`config.mk`:
```
export PLATFORM = sky130hd
export DESIGN_NAME = pwmleb_top
export DESIGN_NICKNAME = d
export VERILOG_FILES = /design/src/logic/pwmleb_pkg.sv /design/src/logic/pwmleb_top.sv
export VERILOG_INCLUDE_DIRS = /design/src /design/src/logic
export SDC_FILE = /design/constraint.sdc
export NUM_CORES = 1
export LEC_CHECK = 0
export BUFFER_PORTS_ARGS = -buffer_cell sky130_fd_sc_hd__buf_2
export CAP_MARGIN = 25
export CORE_ASPECT_RATIO = 0.5
export CORE_UTILIZATION = 57
export DETAILED_ROUTE_END_ITERATION = 12
export GPL_ROUTABILITY_DRIVEN = 1
export HOLD_SLACK_MARGIN = 0.08
export PLACE_DENSITY = 0.79
export SYNTH_ARGS = -nofsm -noshare
export SYNTH_HDL_FRONTEND = slang
export SYNTH_SLANG_ARGS = --single-unit
```
`constraint.sdc`:
```
create_clock -name CLK_IN -period 2.3 [get_ports CLK_IN]
set_clock_uncertainty 0.05 [all_clocks]
set_input_delay 0.23 -clock CLK_IN [delete_from_list [all_inputs] [get_ports CLK_IN]]
set_output_delay 0.23 -clock CLK_IN [all_outputs]
set_load 0.02 [all_outputs]
```
`src/logic/pwmleb_consts.svh`:
```
// Offsets, field positions and reset values of the blanking block
`ifndef PWMLEB_CONSTS_SVH
`define PWMLEB_CONSTS_SVH

// ****************************************************************
// Register offsets
// ****************************************************************
`define PWMLEB_OFS_CONTROL 4'h0
`define PWMLEB_OFS_DELAY 4'h1
`define PWMLEB_OFS_AUX 4'h2
`define PWMLEB_OFS_STATUS 4'h3

// ****************************************************************
// Control register fields and register reset values
// ****************************************************************
`define PWMLEB_BIT_HR 15
`define PWMLEB_BIT_HF 14
`define PWMLEB_BIT_LR 13
`define PWMLEB_BIT_LF 12
`define PWMLEB_BIT_FLT 11
`define PWMLEB_BIT_CL 10
`define PWMLEB_BIT_SH 5
`define PWMLEB_BIT_SL 4
`define PWMLEB_BIT_HH 3
`define PWMLEB_BIT_HL 2
`define PWMLEB_BIT_LH 1
`define PWMLEB_BIT_LL 0
`define PWMLEB_CTRL_MASK 16'hFC3F
`define PWMLEB_CTRL_RESET 16'h0000
`define PWMLEB_DELAY_RESET 12'h000
`define PWMLEB_AUX_RESET 2'h0

`endif

```
`src/logic/pwmleb_pkg.sv`:
```
// Types shared by the blanking block
package pwmleb_pkg;
    typedef logic [15:0] pwmleb_word_t;
    typedef enum logic {PWMLEB_IDLE, PWMLEB_BLANK} pwmleb_state_e;
endpackage

```
`src/logic/pwmleb_top.sv`:
```
// Leading-edge and state blanking for one PWM channel
//
// The register offsets and the address-and-strobe port were chosen for this implementation.
`timescale 1ns/1ps
`include "pwmleb_consts.svh"

// Notes on behaviour
// - With high-rise trigger enabled, each rising edge of the high-side output restarts the blanking counter.
// - With high-fall trigger enabled, each falling edge of the high-side output restarts the blanking counter.
// - With low-rise trigger enabled, each rising edge of the low-side output restarts the blanking counter.
// - With low-fall trigger enabled, each falling edge of the low-side output restarts the blanking counter.
// - Fault blank enable lets leading-edge blanking mask the fault input while the counter runs.
// - Current-limit blank enable lets leading-edge blanking mask the current-limit input.
// - Control bits nine to six do not exist and read as zero.
// - Selected-signal-high enable blanks both inputs while the selected blanking signal is high.
// - Selected-signal-low enable blanks both inputs while the selected blanking signal is low.
// - High-out-high enable blanks both inputs while the high-side output is high.
// - High-out-low enable blanks both inputs while the high-side output is low.
// - Low-out-high enable blanks both inputs while the low-side output is high.
// - Low-out-low enable blanks both inputs while the low-side output is low.
// - The leading-edge interval length is a 12-bit delay value in its own register.
// - The external blanking signal is picked by a source select field in an auxiliary register.
module pwmleb_top
    import pwmleb_pkg::*;
#(
    parameter int DELAY_W = 12,
    parameter int NSRC = 4
) (
    input wire logic CLK_IN, // 250 MHz clock
    input wire logic RESET_N_IN, // Synchronous reset, active low
    input wire logic CLK_EN_IN, // Freezes all state when low
    input wire logic [3:0] ADDR_IN, // Register address
    input wire logic [15:0] WDATA_IN, // Write data
    input wire logic WR_IN, // Write strobe
    input wire logic RD_IN, // Read strobe
    input wire logic HIGH_SIDE_OUTPUT_IN, // High-side PWM output level
    input wire logic LOW_SIDE_OUTPUT_IN, // Low-side PWM output level
    input wire logic [NSRC-1:0] BLANK_SRC_IN, // Candidate external blanking signals
    input wire logic FAULT_IN, // Raw fault input, active high
    input wire logic CURRENT_LIMIT_IN, // Raw current-limit input, active high
    output logic [15:0] RDATA_OUT, // Read data, cycle after read strobe
    output logic FAULT_OUT, // Fault after blanking
    output logic CURRENT_LIMIT_OUT, // Current limit after blanking
    output logic BLANKING_OUT // Any blanking active
);

    localparam int SEL_W = (NSRC > 1) ? $clog2(NSRC) : 1;

    // Refuse shapes the register map cannot hold
    if (DELAY_W < 1 || DELAY_W > 12) begin
        $error("DELAY_W must be 1 to 12");
    end
    if (NSRC < 1 || NSRC > 4) begin
        $error("NSRC must be 1 to 4");
    end

    // ****************************************************************
    // Pin synchronisers
    // ****************************************************************
    logic hs_ff, nxt_hs, ls_ff, nxt_ls, fl_ff, cl_ff;
    logic [NSRC-1:0] src_ff;

    // High-side output level, next value feeds the edge detector
    pwmleb_pin_sync #(.WIDTH(1)) u_pwmleb_pin_sync_hs (
        .clk_in(CLK_IN),
        .reset_n_in(RESET_N_IN),
        .clk_en_in(CLK_EN_IN),
        .pin_in(HIGH_SIDE_OUTPUT_IN),
        .level_out(hs_ff),
        .nxt_level_out(nxt_hs)
    );

    // Low-side output level, next value feeds the edge detector
    pwmleb_pin_sync #(.WIDTH(1)) u_pwmleb_pin_sync_ls (
        .clk_in(CLK_IN),
        .reset_n_in(RESET_N_IN),
        .clk_en_in(CLK_EN_IN),
        .pin_in(LOW_SIDE_OUTPUT_IN),
        .level_out(ls_ff),
        .nxt_level_out(nxt_ls)
    );

    // Raw fault input
    pwmleb_pin_sync #(.WIDTH(1)) u_pwmleb_pin_sync_fl (
        .clk_in(CLK_IN),
        .reset_n_in(RESET_N_IN),
        .clk_en_in(CLK_EN_IN),
        .pin_in(FAULT_IN),
        .level_out(fl_ff),
        .nxt_level_out()
    );

    // Raw current-limit input
    pwmleb_pin_sync #(.WIDTH(1)) u_pwmleb_pin_sync_cl (
        .clk_in(CLK_IN),
        .reset_n_in(RESET_N_IN),
        .clk_en_in(CLK_EN_IN),
        .pin_in(CURRENT_LIMIT_IN),
        .level_out(cl_ff),
        .nxt_level_out()
    );

    // Candidate external blanking signals
    pwmleb_pin_sync #(.WIDTH(NSRC)) u_pwmleb_pin_sync_src (
        .clk_in(CLK_IN),
        .reset_n_in(RESET_N_IN),
        .clk_en_in(CLK_EN_IN),
        .pin_in(BLANK_SRC_IN),
        .level_out(src_ff),
        .nxt_level_out()
    );

    // ****************************************************************
    // Registers
    // ****************************************************************
    pwmleb_word_t ctrl_ff, nxt_ctrl;
    logic [DELAY_W-1:0] delay_ff, nxt_delay;
    logic [1:0] aux_ff, nxt_aux;
    pwmleb_word_t rdata_ff, nxt_rdata;
    logic [DELAY_W-1:0] cnt_ff, nxt_cnt;
    pwmleb_state_e state_ff, nxt_state;
    logic fault_out_ff, cl_out_ff, blank_out_ff;
    logic nxt_fault_out, nxt_cl_out, nxt_blank_out;

    // Register writes and read mux
    always_comb begin
        nxt_ctrl = ctrl_ff;
        nxt_delay = delay_ff;
        nxt_aux = aux_ff;
        nxt_rdata = 16'h0000;
        if (WR_IN) begin
            case (ADDR_IN)
                `PWMLEB_OFS_CONTROL: nxt_ctrl = WDATA_IN & `PWMLEB_CTRL_MASK;
                `PWMLEB_OFS_DELAY: nxt_delay = WDATA_IN[DELAY_W-1:0];
                `PWMLEB_OFS_AUX: nxt_aux = WDATA_IN[1:0];
                default: ;
            endcase
        end
        if (RD_IN) begin
            case (ADDR_IN)
                `PWMLEB_OFS_CONTROL: nxt_rdata = ctrl_ff;
                `PWMLEB_OFS_DELAY: nxt_rdata = 16'(delay_ff);
                `PWMLEB_OFS_AUX: nxt_rdata = {14'h0000, aux_ff};
                `PWMLEB_OFS_STATUS: nxt_rdata = {4'h0, 12'(cnt_ff)};
                default: nxt_rdata = 16'h0000;
            endcase
        end
    end

    // ****************************************************************
    // Blanking logic
    // ****************************************************************
    logic trig, sel_sig, state_blank, leb_active;
    logic [SEL_W-1:0] sel_idx;

    // Trigger edges, state blanking and counter
    always_comb begin
        trig = 1'b0;
        if (ctrl_ff[`PWMLEB_BIT_HR] && nxt_hs && !hs_ff) trig = 1'b1;
        if (ctrl_ff[`PWMLEB_BIT_HF] && !nxt_hs && hs_ff) trig = 1'b1;
        if (ctrl_ff[`PWMLEB_BIT_LR] && nxt_ls && !ls_ff) trig = 1'b1;
        if (ctrl_ff[`PWMLEB_BIT_LF] && !nxt_ls && ls_ff) trig = 1'b1;
        sel_idx = SEL_W'(aux_ff);
        sel_sig = (int'(sel_idx) < NSRC) ? src_ff[sel_idx] : 1'b0;
        state_blank = (ctrl_ff[`PWMLEB_BIT_SH] && sel_sig)
            || (ctrl_ff[`PWMLEB_BIT_SL] && !sel_sig)
            || (ctrl_ff[`PWMLEB_BIT_HH] && hs_ff)
            || (ctrl_ff[`PWMLEB_BIT_HL] && !hs_ff)
            || (ctrl_ff[`PWMLEB_BIT_LH] && ls_ff)
            || (ctrl_ff[`PWMLEB_BIT_LL] && !ls_ff);
        nxt_cnt = cnt_ff;
        nxt_state = state_ff;
        case (state_ff)
            PWMLEB_IDLE: begin
                if (trig && delay_ff != '0) begin
                    nxt_cnt = delay_ff;
                    nxt_state = PWMLEB_BLANK;
                end
            end
            PWMLEB_BLANK: begin
                if (trig) begin
                    nxt_cnt = delay_ff;
                    if (delay_ff == '0) nxt_state = PWMLEB_IDLE;
                end else if (cnt_ff <= DELAY_W'(1)) begin
                    nxt_cnt = '0;
                    nxt_state = PWMLEB_IDLE;
                end else begin
                    nxt_cnt = cnt_ff - DELAY_W'(1);
                end
            end
            default: begin
                nxt_cnt = '0;
                nxt_state = PWMLEB_IDLE;
            end
        endcase
    end

    // Mask the inputs and report blanking
    always_comb begin
        leb_active = (state_ff == PWMLEB_BLANK);
        nxt_fault_out = fl_ff && !((leb_active && ctrl_ff[`PWMLEB_BIT_FLT]) || state_blank);
        nxt_cl_out = cl_ff && !((leb_active && ctrl_ff[`PWMLEB_BIT_CL]) || state_blank);
        nxt_blank_out = leb_active || state_blank;
    end

    // Register the software-visible registers and read data
    always_ff @(posedge CLK_IN) begin
        if (!RESET_N_IN) begin
            ctrl_ff <= `PWMLEB_CTRL_RESET;
            delay_ff <= DELAY_W'(`PWMLEB_DELAY_RESET);
            aux_ff <= `PWMLEB_AUX_RESET;
            rdata_ff <= 16'h0000;
        end else if (CLK_EN_IN) begin
            ctrl_ff <= nxt_ctrl;
            delay_ff <= nxt_delay;
            aux_ff <= nxt_aux;
            rdata_ff <= nxt_rdata;
        end
    end

    // Register the blanking counter and its state
    always_ff @(posedge CLK_IN) begin
        if (!RESET_N_IN) begin
            cnt_ff <= '0;
            state_ff <= PWMLEB_IDLE;
        end else if (CLK_EN_IN) begin
            cnt_ff <= nxt_cnt;
            state_ff <= nxt_state;
        end
    end

    // Register the masked inputs and the blanking flag
    always_ff @(posedge CLK_IN) begin
        if (!RESET_N_IN) begin
            fault_out_ff <= 1'b0;
            cl_out_ff <= 1'b0;
            blank_out_ff <= 1'b0;
        end else if (CLK_EN_IN) begin
            fault_out_ff <= nxt_fault_out;
            cl_out_ff <= nxt_cl_out;
            blank_out_ff <= nxt_blank_out;
        end
    end

    // Outputs straight from flip-flops
    assign RDATA_OUT = rdata_ff;
    assign FAULT_OUT = fault_out_ff;
    assign CURRENT_LIMIT_OUT = cl_out_ff;
    assign BLANKING_OUT = blank_out_ff;

endmodule

// ****************************************************************
// Pin synchroniser
// ****************************************************************
// Three stage flip-flops and one level flip-flop per pin; a level counts once stages two and three agree
module pwmleb_pin_sync
    import pwmleb_pkg::*;
#(
    parameter int WIDTH = 1
) (
    input wire logic clk_in, // Block clock
    input wire logic reset_n_in, // Synchronous reset, active low
    input wire logic clk_en_in, // Freezes the stages when low
    input wire logic [WIDTH-1:0] pin_in, // Raw pin levels
    output logic [WIDTH-1:0] level_out, // Accepted levels
    output logic [WIDTH-1:0] nxt_level_out // Levels accepted at the next edge
);

    // Refuse an empty group
    if (WIDTH < 1) begin
        $error("WIDTH must be at least 1");
    end

    logic [2:0] stage_ff [WIDTH];
    logic [2:0] nxt_stage [WIDTH];
    logic [WIDTH-1:0] level_ff, nxt_level;

    // Shift pins in; a single-stage glitch never reaches the level
    always_comb begin
        for (int i = 0; i < WIDTH; i++) begin
            nxt_stage[i] = {stage_ff[i][1:0], pin_in[i]};
            nxt_level[i] = (stage_ff[i][1] == stage_ff[i][2]) ? stage_ff[i][2] : level_ff[i];
        end
    end

    // Register the stages and the accepted levels
    always_ff @(posedge clk_in) begin
        if (!reset_n_in) begin
            level_ff <= '0;
            for (int i = 0; i < WIDTH; i++) begin
                stage_ff[i] <= 3'h0;
            end
        end else if (clk_en_in) begin
            level_ff <= nxt_level;
            for (int i = 0; i < WIDTH; i++) begin
                stage_ff[i] <= nxt_stage[i];
            end
        end
    end

    // Accepted levels and the values they take at the next edge
    assign level_out = level_ff;
    assign nxt_level_out = nxt_level;

endmodule

```
==> flow_summary.rst, run 1 <==
.. list-table::
   :header-rows: 1

   * - Metric
     - Value
   * - Run status
     - complete, no violations
   * - Global placer's final weighted congestion
     - 0.898
   * - FF-to-FF End
     - cnt_ff[3]$_SDFFE_PN0P_
   * - Count of port buffers added during placement
     - 51
   * - Worst hold path class
     - primary input to flip-flop
   * - Hold path endpoint
     - delay_ff[7]$_SDFFE_PN0P_
   * - Sequential standard cell area
     - 2040 um^2
   * - Vertical extent of the die
     - 62.0 um
   * - Final-layout fill cell count
     - 509
   * - CTS tree
     - done
   * - Synthesis warning total
     - 0
   * - Share of the clock period used by the worst path after layout
     - 0.865
   * - Clock tree root driver cell
     - sky130_fd_sc_hd__clkbuf_16
   * - Number of cells produced by synthesis
     - 417
   * - Nature of the critical path endpoint
     - flip-flop
   * - Setup Viol. Count Final
     - 0
   * - Post-layout worst setup margin
     - 0.310 ns
   * - Largest family of logic cells by synthesized area
     - simple AND/OR/NAND/NOR gates
   * - Peak ir drop on the vdd network
     - 653 uV
   * - Hold_sp
     - WDATA_IN[7]
   * - Area growth, synth to finish
     - 15.3%
   * - Post-CTS setup buffer count
     - 0
   * - Share of synthesized flip-flops with an asynchronous set or reset
     - 0
   * - Iter 0 DRT Violations
     - 270
   * - Kind of critical path
     - flip-flop to flip-flop
   * - Post-synthesis share of cell area spent on full adders, half adders and majority gates
     - 0.00609
   * - Post-Layout Inst Area
     - 4730 um^2
   * - Length in cells of the worst reg-to-reg path
     - 5
   * - Number of top-level pins
     - 52
   * - Starting density of the core
     - 0.601
   * - Maximum number of pins on one net before global-route repair
     - 54
   * - Drt wl/cell
     - 16.9 um
   * - Detailed-router iteration count before antenna repair
     - 5
   * - Flop and latch count out of synthesis
     - 90
   * - Hold-critical path depth
     - 3
   * - Area share of the largest cell type after synthesis
     - 0.322
   * - Cell area after synthesis
     - 4110 um^2
   * - Number of enable-type register cells in the synthesized netlist
     - 24
   * - Post-detailed-route count of antenna-violating nets
     - 0
   * - Count of final max-slew check failures
     - 0
   * - Clock latency at the later pin of the worst-skew pair
     - 0.34 ns
   * - Post-layout min period
     - 1.99 ns
   * - Largest area contributor in the synthesized netlist
     - sky130_fd_sc_hd__dfxtp_1
   * - Distinct cell type count of the synthesized netlist
     - 44
   * - Share of layout cells above drive strength 1
     - 0.198
   * - Net count after synthesis
     - 452
   * - Post-detail-place hpwl
     - 6580 um
   * - Number of diodes added for antenna fixing
     - 0
   * - Setup slack on the worst flop-to-flop path
     - 0.31 ns
   * - Clock input transition at the sequential cells of the worst setup and hold paths
     - 0.06 ns
   * - Aggregate global routing overflow
     - 0
   * - Number of antenna violations at the first check in global routing
     - 0
   * - Placed Instances
     - 541
   * - Clock Tree Buf Depth
     - 2
   * - Relative slew slack
     - 0.602
   * - Critical R2R Launch
     - u_pwmleb_pin_sync_ls.stage_ff[0][1]$_SDFFCE_PN0P_
   * - Vias in the first global route
     - 2914
   * - Number of cells upsized or downsized after cts
     - 0
   * - Simple-gate area share of the yosys netlist
     - 0.200
   * - Clock sink count
     - 90
   * - Total power per unit cell area
     - 701 nW/um^2
   * - Area of the multi-input gates
     - 1910 um^2
   * - Cts bufs inserted
     - 9
   * - Cell Count, Final, Fillers Out
     - 557
   * - Die width
     - 122 um
   * - Post-Route Setup TNS
     - 0 ns
   * - Standard cell core area
     - 6830 um^2
   * - Cells taking the most area after synthesis
     - sky130_fd_sc_hd__dfxtp_1 (32%), sky130_fd_sc_hd__edfxtp_1 (18%), sky130_fd_sc_hd__mux2i_1 (6.1%), sky130_fd_sc_hd__nand2_1 (4.8%), sky130_fd_sc_hd__and3_1 (3.8%)
   * - Number of max-cap violations
     - 0
   * - Required time reported for the critical path endpoint
     - 2.51 ns
   * - CP max FO
     - 15
   * - Overall Global Routing Usage
     - 0.261
   * - NumNets Final
     - 495
   * - Static Leak
     - 2.00 nW
   * - Data arrival time of the critical path
     - 2.20 ns
   * - Part of the Yosys area used for sequential elements
     - 0.497
   * - Die outline area
     - 7570 um^2
   * - Final wirelength
     - 9440 um
   * - Multiplexer fraction of the synthesized cell area
     - 0.0938
   * - Average via count per standard cell
     - 5.92
   * - Global-route wire length before repair
     - 14600 um
   * - Slew at the pin closest to its max-slew limit
     - 0.592 ns
   * - Xor and xnor area share after synthesis
     - 0.0107
   * - Startpoint type of the worst setup path
     - flip-flop
   * - Number of DRC violations after detailed routing
     - 0
   * - Worst slack at placement
     - 0.376 ns
   * - Placed instance area
     - 4430 um^2
   * - Maximum operating frequency
     - 0.502 GHz
   * - Vias
     - 3297
   * - Area fraction in compound gates after synthesis
     - 0.155
   * - RSZ-0062 raised after global routing
     - no
   * - Post-synthesis area per instance
     - 9.85 um^2
   * - CTS H-tree depth
     - 3
   * - Final-report hold violation count
     - 0
   * - Placement Rows
     - 21
   * - Hold buffers post-CTS
     - 0
   * - Power Total
     - 0.00332 W
   * - Ys flop type
     - sky130_fd_sc_hd__dfxtp_1
-- critical path: stages, from the launching register on --
cell                       delay, ns
sky130_fd_sc_hd__edfxtp_1       0.47
sky130_fd_sc_hd__o31ai_1        0.47
sky130_fd_sc_hd__o311a_1        0.39
sky130_fd_sc_hd__buf_4          0.25
sky130_fd_sc_hd__o21ai_0        0.11
sky130_fd_sc_hd__a31oi_1        0.18
-- worst max-delay path by stage --
stage	cells after the start	from	to	slack (ns)
finish	5	u_pwmleb_pin_sync_ls.stage_ff[0][1]$_SDFFCE_PN0P_	cnt_ff[3]$_SDFFE_PN0P_	0.31
global route	6	u_pwmleb_pin_sync_ls.level_out$_SDFFE_PN0P_	cnt_ff[3]$_SDFFE_PN0P_	0.08
detailed placement	7	cnt_ff[0]$_SDFFE_PN0P_	cnt_ff[6]$_SDFFE_PN0P_	0.38
global placement	7	cnt_ff[0]$_SDFFE_PN0P_	cnt_ff[9]$_SDFFE_PN0P_	0.43
floorplan	8	cnt_ff[0]$_SDFFE_PN0P_	cnt_ff[6]$_SDFFE_PN0P_	0.50
CTS	6	u_pwmleb_pin_sync_ls.level_out$_SDFFE_PN0P_	cnt_ff[3]$_SDFFE_PN0P_	0.35
-- layer usage --
layer  vias up  share of wire  GRT usage
li1       1615              -          -
met1      1578           0.46      0.338
met2        93           0.47      0.444
met3        11          0.061     0.0703
met4         0         0.0087     0.0635
met5         -              0          0
-- registers in the layout, summed over array words and instances, names as in the netlist, 2 cells and up --
name	cells
u_pwmleb_pin_sync_cl.stage_ff	3
cnt_ff	12
u_pwmleb_pin_sync_hs.stage_ff	3
delay_ff	12
u_pwmleb_pin_sync_ls.stage_ff	3
u_pwmleb_pin_sync_src.level_out	4
aux_ff	2
RDATA_OUT	16
ctrl_ff	12
u_pwmleb_pin_sync_src.stage_ff	12
u_pwmleb_pin_sync_fl.stage_ff	3
-- logic make-up (layout without fill, tap and decap cells) --
family / Yosys count / in the layout
buffers and inverters: 36 / 84
adder cells (fa/ha/maj): 2 / 2
AO/OA/AOI/OAI: 94 / 94
AND/OR/NAND/NOR: 156 / 156
flip-flops: 90 / 90
multiplexers: 34 / 34
XOR/XNOR: 5 / 5
-- metrics by stage --
step | utilization | hold WS, ns
after floorplan | - | 0.336
after global placement | 0.649 | 0.383
after detailed placement | 0.649 | 0.397
after CTS | 0.693 | 0.0860
after global routing | 0.693 | 0.0984
final | 0.693 | 0.0918
-- layout by cell type (no fill, tap or decap), types with 6 or more instances in the layout --
master / netlist / routed
sky130_fd_sc_hd__a21boi_0: 20 / 20
sky130_fd_sc_hd__a21o_1: 8 / 8
sky130_fd_sc_hd__a22o_1: 6 / 6
sky130_fd_sc_hd__a22oi_1: 6 / 6
sky130_fd_sc_hd__a31oi_1: 9 / 9
sky130_fd_sc_hd__and3_1: 25 / 25
sky130_fd_sc_hd__buf_2: 3 / 51
sky130_fd_sc_hd__buf_4: 1 / 12
sky130_fd_sc_hd__clkbuf_16: 0 / 9
sky130_fd_sc_hd__dfxtp_1: 66 / 66
sky130_fd_sc_hd__edfxtp_1: 24 / 24
sky130_fd_sc_hd__mux2_2: 6 / 6
sky130_fd_sc_hd__mux2i_1: 25 / 25
sky130_fd_sc_hd__nand2_1: 53 / 53
sky130_fd_sc_hd__nand3_1: 23 / 23
sky130_fd_sc_hd__nor2_1: 7 / 7
sky130_fd_sc_hd__nor2b_1: 16 / 16
sky130_fd_sc_hd__nor3_1: 6 / 6
sky130_fd_sc_hd__nor4_1: 8 / 8
sky130_fd_sc_hd__o21ai_0: 29 / 29
-- Yosys cell counts, types with 3 or more instances --
cell type / instances
sky130_fd_sc_hd__mux2_2: 6
sky130_fd_sc_hd__nand3_1: 23
sky130_fd_sc_hd__edfxtp_1: 24
sky130_fd_sc_hd__nand4_1: 4
sky130_fd_sc_hd__inv_1: 5
sky130_fd_sc_hd__o22ai_1: 4
sky130_fd_sc_hd__a31oi_1: 9
sky130_fd_sc_hd__buf_2: 3
sky130_fd_sc_hd__and3_1: 25
sky130_fd_sc_hd__nor4_1: 8
sky130_fd_sc_hd__a21boi_0: 20
sky130_fd_sc_hd__nor3_1: 6
sky130_fd_sc_hd__mux4_2: 3
sky130_fd_sc_hd__a22o_1: 6
sky130_fd_sc_hd__nor2_1: 7
sky130_fd_sc_hd__a21o_1: 8
sky130_fd_sc_hd__dfxtp_1: 66
sky130_fd_sc_hd__clkbuf_1: 25
sky130_fd_sc_hd__a22oi_1: 6
sky130_fd_sc_hd__mux2i_1: 25
sky130_fd_sc_hd__nor2b_1: 16
sky130_fd_sc_hd__o21ai_0: 29
sky130_fd_sc_hd__o31a_1: 3
sky130_fd_sc_hd__nand2_1: 53
sky130_fd_sc_hd__xor2_1: 5
sky130_fd_sc_hd__o31ai_1: 3
-- layout make-up --
cell class / instances / area share
tap: 92 / 0.0243
sequential: 90 / 0.431
clock inverter: 7 / 0.0161
multi-input combinational: 291 / 0.404
timing repair buffer: 63 / 0.0729
inverter: 5 / 0.00396
clock buffer: 9 / 0.0476
-- where the power goes --
group	switching, W	internal [W]	total (W)
logic	0.0000897	0.0000644	0.000154
clock network	0.000630	0.000852	0.00148
registers	0.0000218	0.00166	0.00169
total	0.000741	0.00258	0.00332
No activity file was read; power rests on OpenSTA's default activity.
==> inputs of run 2 (changes only) <==
--- a/config.mk
+++ b/config.mk
@@ -9,11 +9,11 @@
 export BUFFER_PORTS_ARGS = -buffer_cell sky130_fd_sc_hd__buf_2
 export CAP_MARGIN = 25
 export CORE_ASPECT_RATIO = 0.5
-export CORE_UTILIZATION = 57
+export CORE_UTILIZATION = 55
 export DETAILED_ROUTE_END_ITERATION = 12
 export GPL_ROUTABILITY_DRIVEN = 1
 export HOLD_SLACK_MARGIN = 0.08
-export PLACE_DENSITY = 0.79
+export PLACE_DENSITY = 0.76
 export SYNTH_ARGS = -nofsm -noshare
 export SYNTH_HDL_FRONTEND = slang
 export SYNTH_SLANG_ARGS = --single-unit
==> run 2 against run 1 <==
Against the previous run: setup slack worse by 0.011 ns; non-clock buffer count shrank 1; die area increased by 3.5%; count of clock-buffer cells in the layout is 1 higher; utilization shrank 0.89 points; critical path depth did not move; combinational power about the same; sequential power about the same; design area grew 0.24%; power is 1.9% higher; worst hold slack gained 0.0044 ns; wire length fell by 0.32%.
==> flow_summary.rst, run 2 (same netlist as run 1, synthesis figures left out) <==
.. list-table::
   :header-rows: 1

   * - Metric
     - Value
   * - Total power per unit cell area
     - 713 nW/um^2
   * - Sequence of cells on the critical path
     - or4_1 -> nor4_1 -> xor2_1 -> nand3_1 -> a31oi_1
   * - Clock Tree Buf Depth
     - 2
   * - Final wirelength
     - 9410 um
   * - Clock tree root driver cell
     - sky130_fd_sc_hd__clkbuf_16
   * - Post-detailed-route count of antenna-violating nets
     - 0
   * - Clock latency at the later pin of the worst-skew pair
     - 0.34 ns
   * - Power Total
     - 0.00339 W
   * - Iter 0 DRT Violations
     - 262
   * - Drt wl/cell
     - 16.9 um
   * - Detailed-router iteration count before antenna repair
     - 5
   * - Maximum operating frequency
     - 0.500 GHz
   * - Standard cell core area
     - 6940 um^2
   * - Placement Rows
     - 21
   * - Final hold slack
     - 0.0961 ns
   * - Slew at the pin closest to its max-slew limit
     - 0.682 ns
   * - RSZ-0062 raised after global routing
     - no
   * - Number of max-cap violations
     - 0
   * - CP peak stage delay
     - 0.70 ns
   * - Post-detail-place hpwl
     - 6560 um
   * - Number of diodes added for antenna fixing
     - 0
   * - Worst hold path class
     - primary input to flip-flop
   * - CTS H-tree depth
     - 3
   * - Number of DRC violations after detailed routing
     - 0
   * - Starting density of the core
     - 0.592
   * - CP max FO
     - 8
   * - Flip-flop count of the largest register after layout
     - 16
   * - Placed Instances
     - 540
   * - Most used cells in the layout excluding fill and tap cells
     - sky130_fd_sc_hd__dfxtp_1 (66), sky130_fd_sc_hd__nand2_1 (53), sky130_fd_sc_hd__buf_2 (51)
   * - Vias
     - 3332
   * - Most common cell after layout, fill and taps aside
     - sky130_fd_sc_hd__dfxtp_1
   * - Relative slew slack
     - 0.542
   * - Post-CTS setup buffer count
     - 0
   * - Layout Utilization
     - 0.684
   * - Hold buffers post-CTS
     - 0
   * - Global placer's final weighted congestion
     - 0.891
   * - Count of port buffers added during placement
     - 51
   * - Area growth, synth to finish
     - 15.6%
   * - Cell Count, Final, Fillers Out
     - 556
   * - CP max-delay cell
     - sky130_fd_sc_hd__or4_1
   * - Peak ir drop on the vdd network
     - 481 uV
   * - Overall Global Routing Usage
     - 0.251
   * - Aggregate global routing overflow
     - 0
   * - Count of final max-slew check failures
     - 0
   * - Clock input transition at the sequential cells of the worst setup and hold paths
     - 0.06 ns
   * - Clock sink count
     - 90
   * - Share of the clock period used by the worst path after layout
     - 0.870
   * - Cts bufs inserted
     - 9
   * - Run status
     - complete, no violations
   * - Static Leak
     - 2.01 nW
   * - Setup Viol. Count Final
     - 0
   * - Average via count per standard cell
     - 5.99
   * - Global-route wire length before repair
     - 15500 um
   * - Final-layout fill cell count
     - 550
   * - Final-report hold violation count
     - 0
   * - CTS tree
     - done
   * - Data arrival time of the critical path
     - 2.22 ns
   * - NumNets Final
     - 494
   * - Post-layout min period
     - 2.00 ns
   * - Share of layout cells above drive strength 1
     - 0.198
   * - Number of antenna violations at the first check in global routing
     - 0
   * - Die width
     - 124 um
   * - Kind of critical path
     - flip-flop to flip-flop
   * - Nature of the critical path endpoint
     - flip-flop
   * - Number of top-level pins
     - 52
   * - Startpoint type of the worst setup path
     - flip-flop
   * - Post-Route Setup TNS
     - 0 ns
   * - Vertical extent of the die
     - 63.1 um
   * - Required time reported for the critical path endpoint
     - 2.51 ns
   * - Die outline area
     - 7840 um^2
   * - Vias in the first global route
     - 3083
   * - Maximum number of pins on one net before global-route repair
     - 43
==> run 2: cell types whose count changed in the layout (fill, tap and decap cells not counted) <==
cell	delta
sky130_fd_sc_hd__buf_4	-1
sky130_fd_sc_hd__clkbuf_16	+1
sky130_fd_sc_hd__clkinv_2	+1
sky130_fd_sc_hd__clkinvlp_2	-1
sky130_fd_sc_hd__clkinvlp_4	-1
sky130_fd_sc_hd__o311a_1	-1
sky130_fd_sc_hd__o311a_2	+1
==> run 2: layout make-up <==
type	instances	area, um^2	area share
flip-flops and latches	90	2040	0.430
multi-input cells	291	1910	0.403
repair buffers	62	338	0.0712
clock buffers	10	250	0.0527
clock inverters	6	68.8	0.0145
inverters	5	18.8	0.00395
well taps	92	115	0.0243
==> run 2: path summary, 6_finish.rpt <==
kind	slack, ns	endpoint	cells past startpoint	start
max	0.30	cnt_ff[7]$_SDFFE_PN0P_	5	cnt_ff[2]$_SDFFE_PN0P_
min	0.1	ctrl_ff[14]$_SDFFE_PN0P_	3	WDATA_IN[14]
max reg2reg	0.30	cnt_ff[7]$_SDFFE_PN0P_	5	cnt_ff[2]$_SDFFE_PN0P_
min reg2reg	0.40	RDATA_OUT[6]$_SDFFE_PN0P_	2	RDATA_OUT[6]$_SDFFE_PN0P_
==> run 2: routing by layer <==
metal	global-route usage	vias up	wire length, um
li1	-	1609	-
met1	0.331	1605	4450
met2	0.406	99	4330
met3	0.0620	19	486
met4	0.0858	0	142
met5	0	-	0
==> run 2: critical path: cells and delay by family (launching register included) <==
family / cells / cell delay, ns
and+or+nand+nor: 3 / 1.11
DFF: 1 / 0.38
xor gates and xnor gates: 1 / 0.21
AOI/OAI and AO/OA: 1 / 0.18
==> run 2: what timing repair did <==
item / in CTS / in global routing
hold endpoints to repair: 0 / 0
gates resized for setup: 0 / 1
setup endpoints to repair: 0 / 3
==> run 2: per-stage QoR <==
step,cell area [um^2],worst slack [ns]
floorplan,4110,0.499
global placement,4430,0.271
detailed placement,4430,0.178
CTS,4740,0.171
global route,4750,0.164
finish,4750,0.299
==> run 2: where the power goes <==
part,leakage [nW],internal [W],switching [W]
sequential,0.795,0.00166,0.0000215
clock,0.160,0.000919,0.000626
combinational,1.05,0.0000649,0.0000897
